## config.mk

```make
export PLATFORM = sky130hd
export DESIGN_NAME = psta_table_access
export DESIGN_NICKNAME = d
export VERILOG_FILES = /design/src/design/psta_table_access.v
export VERILOG_INCLUDE_DIRS = /design/src /design/src/design
export SDC_FILE = /design/constraint.sdc
export NUM_CORES = 1
export LEC_CHECK = 0
export CORE_MARGIN = 3
export CORE_UTILIZATION = 60
export CTS_CLUSTER_DIAMETER = 60
export DETAILED_ROUTE_END_ITERATION = 10
export DONT_BUFFER_PORTS = 1
export GPL_ROUTABILITY_DRIVEN = 0
export PLACE_DENSITY = 0.83
export SLEW_MARGIN = 15
export SYNTH_ARGS = -nofsm -noshare
export SYNTH_HDL_FRONTEND = slang
export SYNTH_SLANG_ARGS = --single-unit
```

## constraint.sdc

```tcl
create_clock -name mclk_i -period 3 [get_ports mclk_i]
set_input_delay 0.3 -clock mclk_i [delete_from_list [all_inputs] [get_ports mclk_i]]
set_output_delay 0.3 -clock mclk_i [all_outputs]
set_load 0.02 [all_outputs]
```

## src/design/psta_defs.vh

```
// Constants for the program space table access block
`ifndef PSTA_DEFS_VH
`define PSTA_DEFS_VH
`define PSTA_ADDR_W 24
`define PSTA_PC_W 23
`define PSTA_WORD_W 24
`define PSTA_DATA_W 16
`define PSTA_USER_MAX 24'h7ffffe
`define PSTA_CFG_BIT 23
`define PSTA_PAGE_CFG_BIT 7
`define PSTA_PSV_PAGE_W 9
`define PSTA_PSV_OFS_W 15
`define PSTA_SRC_PC 2'h0
`define PSTA_SRC_TBL 2'h1
`define PSTA_SRC_PSV 2'h2
`define PSTA_OP_RDL 2'h0
`define PSTA_OP_RDH 2'h1
`define PSTA_OP_WTL 2'h2
`define PSTA_OP_WTH 2'h3
`endif

```

## src/design/psta_table_access.v

```verilog
// Program space address construction and table data path
`timescale 1ns/1ps
`include "psta_defs.vh"

module psta_table_access #(
	parameter ADDR_W = 24,
	parameter DATA_W = 16
) (
	// Clock and reset
	input wire mclk_i,
	input wire rst_i,
	// Access request from the core
	input wire req_i,
	input wire [1:0] src_i,
	input wire [1:0] tbl_op_i,
	input wire tbl_byte_i,
	input wire [22:0] pc_i,
	input wire [15:0] ea_i,
	input wire [7:0] table_page_register_i,
	input wire [7:0] psv_page_i,
	input wire program_space_visibility_i,
	input wire [15:0] wr_data_i,
	// Program memory port
	output reg pm_req_o,
	output reg pm_we_o,
	output reg [1:0] pm_lane_o,
	output reg [23:0] pm_addr_o,
	output reg [23:0] pm_wdata_o,
	input wire [23:0] pm_rdata_i,
	input wire pm_ack_i,
	// Answer to the core
	output reg rd_valid_o,
	output reg [15:0] rd_data_o,
	output wire psv_hit_o
);

reg [23:0] nxt_addr;
reg [23:0] nxt_wdata;
reg [1:0] nxt_lane;
reg nxt_we;
reg [1:0] op_ff;
reg byte_ff;
reg tbl_ff;
reg busy_ff;
reg [15:0] nxt_rdata;
reg ea_sel_ff;
wire take;
wire done;
wire [23:0] pc_addr;
wire [23:0] tbl_addr;
wire [23:0] psv_addr;
wire [7:0] lo_byte;
wire [7:0] hi_byte;
wire [23:0] wt_data;
genvar gi;

// Accept when idle, finish on answer
assign take = req_i & ~busy_ff;
assign done = busy_ff & pm_ack_i;

assign psv_hit_o = program_space_visibility_i & ea_i[15];

assign pc_addr = {1'b0, pc_i[22:1], 1'b0};
assign tbl_addr = {table_page_register_i, ea_i[15:1], 1'b0};
assign psv_addr = {1'b0, psv_page_i, ea_i[14:1], 1'b0};

// Byte picked by select, per bit
generate
	for (gi = 0; gi < 8; gi = gi + 1) begin : g_byte
		assign lo_byte[gi] = ea_sel_ff ? pm_rdata_i[gi + 8] : pm_rdata_i[gi];
		assign hi_byte[gi] = ~ea_sel_ff & pm_rdata_i[gi + 16];
	end
endgenerate

// Write data lanes, per bit
generate
	for (gi = 0; gi < 24; gi = gi + 1) begin : g_wdata
		if (gi < 16) begin : g_low
			assign wt_data[gi] = wr_data_i[gi] & (tbl_op_i == `PSTA_OP_WTL);
		end else begin : g_high
			assign wt_data[gi] = wr_data_i[gi - 16] & (tbl_op_i == `PSTA_OP_WTH);
		end
	end
endgenerate

always @* begin
	nxt_addr = 24'h000000;
	nxt_wdata = 24'h000000;
	nxt_lane = 2'h3;
	nxt_we = 1'b0;
	case (src_i)
	`PSTA_SRC_PC: begin
		nxt_addr = pc_addr;
	end
	`PSTA_SRC_TBL: begin
		nxt_addr = tbl_addr;
		case (tbl_op_i)
		`PSTA_OP_RDL: nxt_lane = 2'h1;
		`PSTA_OP_RDH: nxt_lane = 2'h2;
		`PSTA_OP_WTL: begin
			nxt_we = 1'b1;
			nxt_lane = 2'h1;
			nxt_wdata = wt_data;
		end
		`PSTA_OP_WTH: begin
			nxt_we = 1'b1;
			nxt_lane = 2'h2;
			nxt_wdata = wt_data;
		end
		default: nxt_lane = 2'h1;
		endcase
	end
	`PSTA_SRC_PSV: begin
		nxt_addr = psv_addr;
		nxt_lane = 2'h1;
	end
	default: nxt_addr = 24'h000000;
	endcase
	// Bit 23 forced low off table path
	if (src_i != `PSTA_SRC_TBL)
		nxt_addr[`PSTA_CFG_BIT] = 1'b0;
	nxt_addr[0] = 1'b0;
end

always @* begin
	nxt_rdata = 16'h0000;
	if (!tbl_ff) begin
		nxt_rdata = pm_rdata_i[15:0];
	end else if (op_ff == `PSTA_OP_RDL) begin
		if (!byte_ff)
			nxt_rdata = pm_rdata_i[15:0];
		else
			nxt_rdata = {8'h00, lo_byte};
	end else if (op_ff == `PSTA_OP_RDH) begin
		// Byte high read select one zero
		if (byte_ff)
			nxt_rdata = {8'h00, hi_byte};
		else
			nxt_rdata = {8'h00, pm_rdata_i[23:16]};
	end
end

// Request level until memory answers
always @(posedge mclk_i or posedge rst_i) begin
	if (rst_i) begin
		pm_req_o <= 1'b0;
	end else if (take) begin
		pm_req_o <= 1'b1;
	end else if (done) begin
		pm_req_o <= 1'b0;
	end
end

// Write flag of the pending access
always @(posedge mclk_i or posedge rst_i) begin
	if (rst_i) begin
		pm_we_o <= 1'b0;
	end else if (take) begin
		pm_we_o <= nxt_we;
	end else if (done) begin
		pm_we_o <= 1'b0;
	end
end

// Access pending
always @(posedge mclk_i or posedge rst_i) begin
	if (rst_i) begin
		busy_ff <= 1'b0;
	end else if (take) begin
		busy_ff <= 1'b1;
	end else if (done) begin
		busy_ff <= 1'b0;
	end
end

always @(posedge mclk_i or posedge rst_i) begin
	if (rst_i) begin
		pm_lane_o <= 2'h0;
	end else if (take) begin
		pm_lane_o <= nxt_lane;
	end else if (done) begin
		pm_lane_o <= 2'h0;
	end
end

always @(posedge mclk_i or posedge rst_i) begin
	if (rst_i) begin
		pm_addr_o <= 24'h000000;
	end else if (take) begin
		pm_addr_o <= nxt_addr;
	end else if (done) begin
		pm_addr_o <= 24'h000000;
	end
end

// Write data of the pending access
always @(posedge mclk_i or posedge rst_i) begin
	if (rst_i) begin
		pm_wdata_o <= 24'h000000;
	end else if (take) begin
		pm_wdata_o <= nxt_wdata;
	end else if (done) begin
		pm_wdata_o <= 24'h000000;
	end
end

// Table operation kept for the answer
always @(posedge mclk_i or posedge rst_i) begin
	if (rst_i) begin
		op_ff <= 2'h0;
	end else if (take) begin
		op_ff <= tbl_op_i;
	end
end

// Byte size kept for the answer
always @(posedge mclk_i or posedge rst_i) begin
	if (rst_i) begin
		byte_ff <= 1'b0;
	end else if (take) begin
		byte_ff <= tbl_byte_i;
	end
end

// Byte select from EA bit zero
always @(posedge mclk_i or posedge rst_i) begin
	if (rst_i) begin
		ea_sel_ff <= 1'b0;
	end else if (take) begin
		ea_sel_ff <= ea_i[0];
	end
end

// Table source kept for the answer
always @(posedge mclk_i or posedge rst_i) begin
	if (rst_i) begin
		tbl_ff <= 1'b0;
	end else if (take) begin
		tbl_ff <= (src_i == `PSTA_SRC_TBL);
	end
end

// Read strobe, one cycle, not on writes
always @(posedge mclk_i or posedge rst_i) begin
	if (rst_i) begin
		rd_valid_o <= 1'b0;
	end else if (done) begin
		rd_valid_o <= ~pm_we_o;
	end else begin
		rd_valid_o <= 1'b0;
	end
end

// Read data held until the next read answer
always @(posedge mclk_i or posedge rst_i) begin
	if (rst_i) begin
		rd_data_o <= 16'h0000;
	end else if (done & ~pm_we_o) begin
		rd_data_o <= nxt_rdata;
	end
end

endmodule

```

==> results.md <==
- Commonest cells after routing, fill and taps aside: 73 x dfrtp_1, 25 x a22o_1, 22 x o2bb2ai_1
- Floorplan core area: 5240 um2
- Latest clock arrival within the worst-skew pair: 0.33 ns
- Share of layout cells above drive strength 1: 0.111
- Post-synth cell types: 40
- Setup bufs post-CTS: 0
- Worst Hold Class: primary input to asynchronous set/reset pin
- First-pass GRT wire length: 12.5 mm
- Total negative slack: 0 ns
- Rows: 26
- Nets: 383
- Setup Skew: 0.00697 ns
- Max VDD drop: 361 uV
- Initial antenna violation count: 0
- Post-Syn Area: 3320 um2
- Leading cell type in the layout, fill and taps excluded: dfrtp_1
- Status: finished with violations
- Startpoint class of the critical path: flip-flop
- Drc violations: 0
- Vias in the first global route: 2436
- Worst EP arrival: 2.17 ns
- Final Max Slew Viols: 0
- Die Y: 80.3 um
- Buffers on Ports: 0
- Worst endpoint required time: 3.24 ns
- Clock Tree Root: clkbuf_8
- Multi-input combinational cell area: 1330 um2
- Total GRT Usage: 0.255
- Final Hold Vio Count: 9
- Die W: 80.3 um
- CP max FO: 22
- Post_cts resized: 0
- Hold WS: -0.00422 ns
- Total gr overflow: 0
- Peak Freq: 0.516 GHz
- #FFs+latches synth: 73
- Pin count of the biggest net entering global routing: 44
- Tmin final: 1.94 ns
- DR vias/cell: 6.91
- Hold buffers post-CTS: 0
- # fillers: 413
- PD cells: 729 nW/um2
- Syn Inst Count: 285
- Average size of a mapped cell: 11.6 um2
- Violations in the final reports: negative hold slack
- Num CTS Buffers: 9
- Area added between synthesis and finish: 5.17%
- Final setup violation count: 0
- Post-route ant nets: 0
- Number of synthesized flops with an enable pin: 0
- CTS tree: built
- Clk sinks: 73
- Synthesis Warnings: 0
- Clock-pin slew on the worst setup and hold paths: 0.08 ns
- DR pass1 iterations: 5
- 1st-iter DRT viols: 227
- Main synth FF type: dfrtp_1
- Reg area: 1830 um2
- Clk buf depth: 2
- WS Path Type: flip-flop to flip-flop
- Max-cap violations: 0
- Seq/Total Area, Yosys: 0.551
- Boundary Pins: 175
- ANT cells: 0
- Tcrit/Tclk final: 0.646
- Slew @ Worst Pin: 0.812 ns
- Reg2reg path depth: 3
- RSZ-0062 raised after global routing: false
- DP HPWL: 5.80 mm
- Worst Setup End Kind: flip-flop
- Net Count, Synth: 394
- Ys async rst share: 1.00
- Vias: 2410
- P_leak: 0.00157 uW
- WL/cell: 23.1 um
- Die area: 6450 um2
- WL final: 8.06 mm
- Starting Density: 0.633
- Slew headroom: 0.459
- Htree depth: 3
-- layout make-up --
type	count	share of cell area
inverter	5	0.00538
clock buffer	12	0.0445
multi-input combinational	182	0.380
tap	70	0.0251
clock inverter	4	0.0147
sequential	73	0.524
timing repair buffer	3	0.00646
-- synthesized netlist by cell type (9+ instances only) --
cell type / n / area share
dfrtp_1: 73 / 0.55
a22o_1: 25 / 0.066
o2bb2ai_1: 22 / 0.058
nand2_1: 19 / 0.022
a22oi_1: 14 / 0.032
clkbuf_1: 10 / 0.011
nor2_1: 10 / 0.011
and3_1: 9 / 0.017
-- state kept, by name, indices dropped and copies added (netlist names) --
register and flops:
pm_wdata_o 24, pm_we_o 1, ea_sel_ff 1, op_ff 2, rd_data_o 16, busy_ff 1
pm_addr_o 23, tbl_ff 1, rd_valid_o 1, byte_ff 1, pm_lane_o 2
-- per-stage QoR --
stage	std cells	util	setup slack, ns	total power (uW)	area (um2)
final	349	0.666	1.06	2540	3490
after global routing	349	0.666	0.886	2680	3490
after CTS	349	0.666	1.01	2560	3490
after detailed placement	333	0.626	0.981	1780	3280
after global placement	333	0.626	1.11	1770	3280
after floorplan	285	-	0.847	1710	3320
-- cells by family after synthesis --
| family | count (synthesis) | synth area share |
|---|---|---|
| compound gates | 109 | 0.267 |
| flops | 73 | 0.551 |
| simple gates | 63 | 0.0993 |
| buf+inv | 30 | 0.0494 |
| mux | 5 | 0.0170 |
| fa+ha+maj | 4 | 0.0151 |
| other cells | 1 | 0.00113 |
-- layer usage --
| layer | vias up | track usage | wire [um] |
|---|---|---|---|
| met5 | - | 0 | 0 |
| met4 | 0 | 0.118 | 166 |
| met3 | 17 | 0.0830 | 821 |
| met2 | 162 | 0.397 | 3850 |
| met1 | 1163 | 0.323 | 3220 |
| li1 | 1068 | - | - |
-- where the power goes --
part | switching [uW] | internal, uW | total [uW]
combinational | 207 | 142 | 349
clock | 348 | 430 | 778
sequential | 296 | 1120 | 1420
total | 851 | 1690 | 2540
-- path summary, 6_finish.rpt --
kind / startpoint / end / slack, ns
max reg2reg: busy_ff / pm_addr_o[21] / 1.06
min in group mclk_i: pm_ack_i / busy_ff / 0.06
max: busy_ff / pm_addr_o[21] / 1.06
max in group asynchronous: rst_i / pm_addr_o[22] / 2.19
min: rst_i / pm_wdata_o[11] / -0.004
min reg2reg: op_ff[0] / op_ff[0] / 0.59
-- critical path: stages, from the launching register on --
cell	delay, ns
dfrtp_1	0.60
nor2b_4	0.41
nand2b_1	0.51
o2bb2ai_1	0.32
Power figures use the tool's default switching activity.
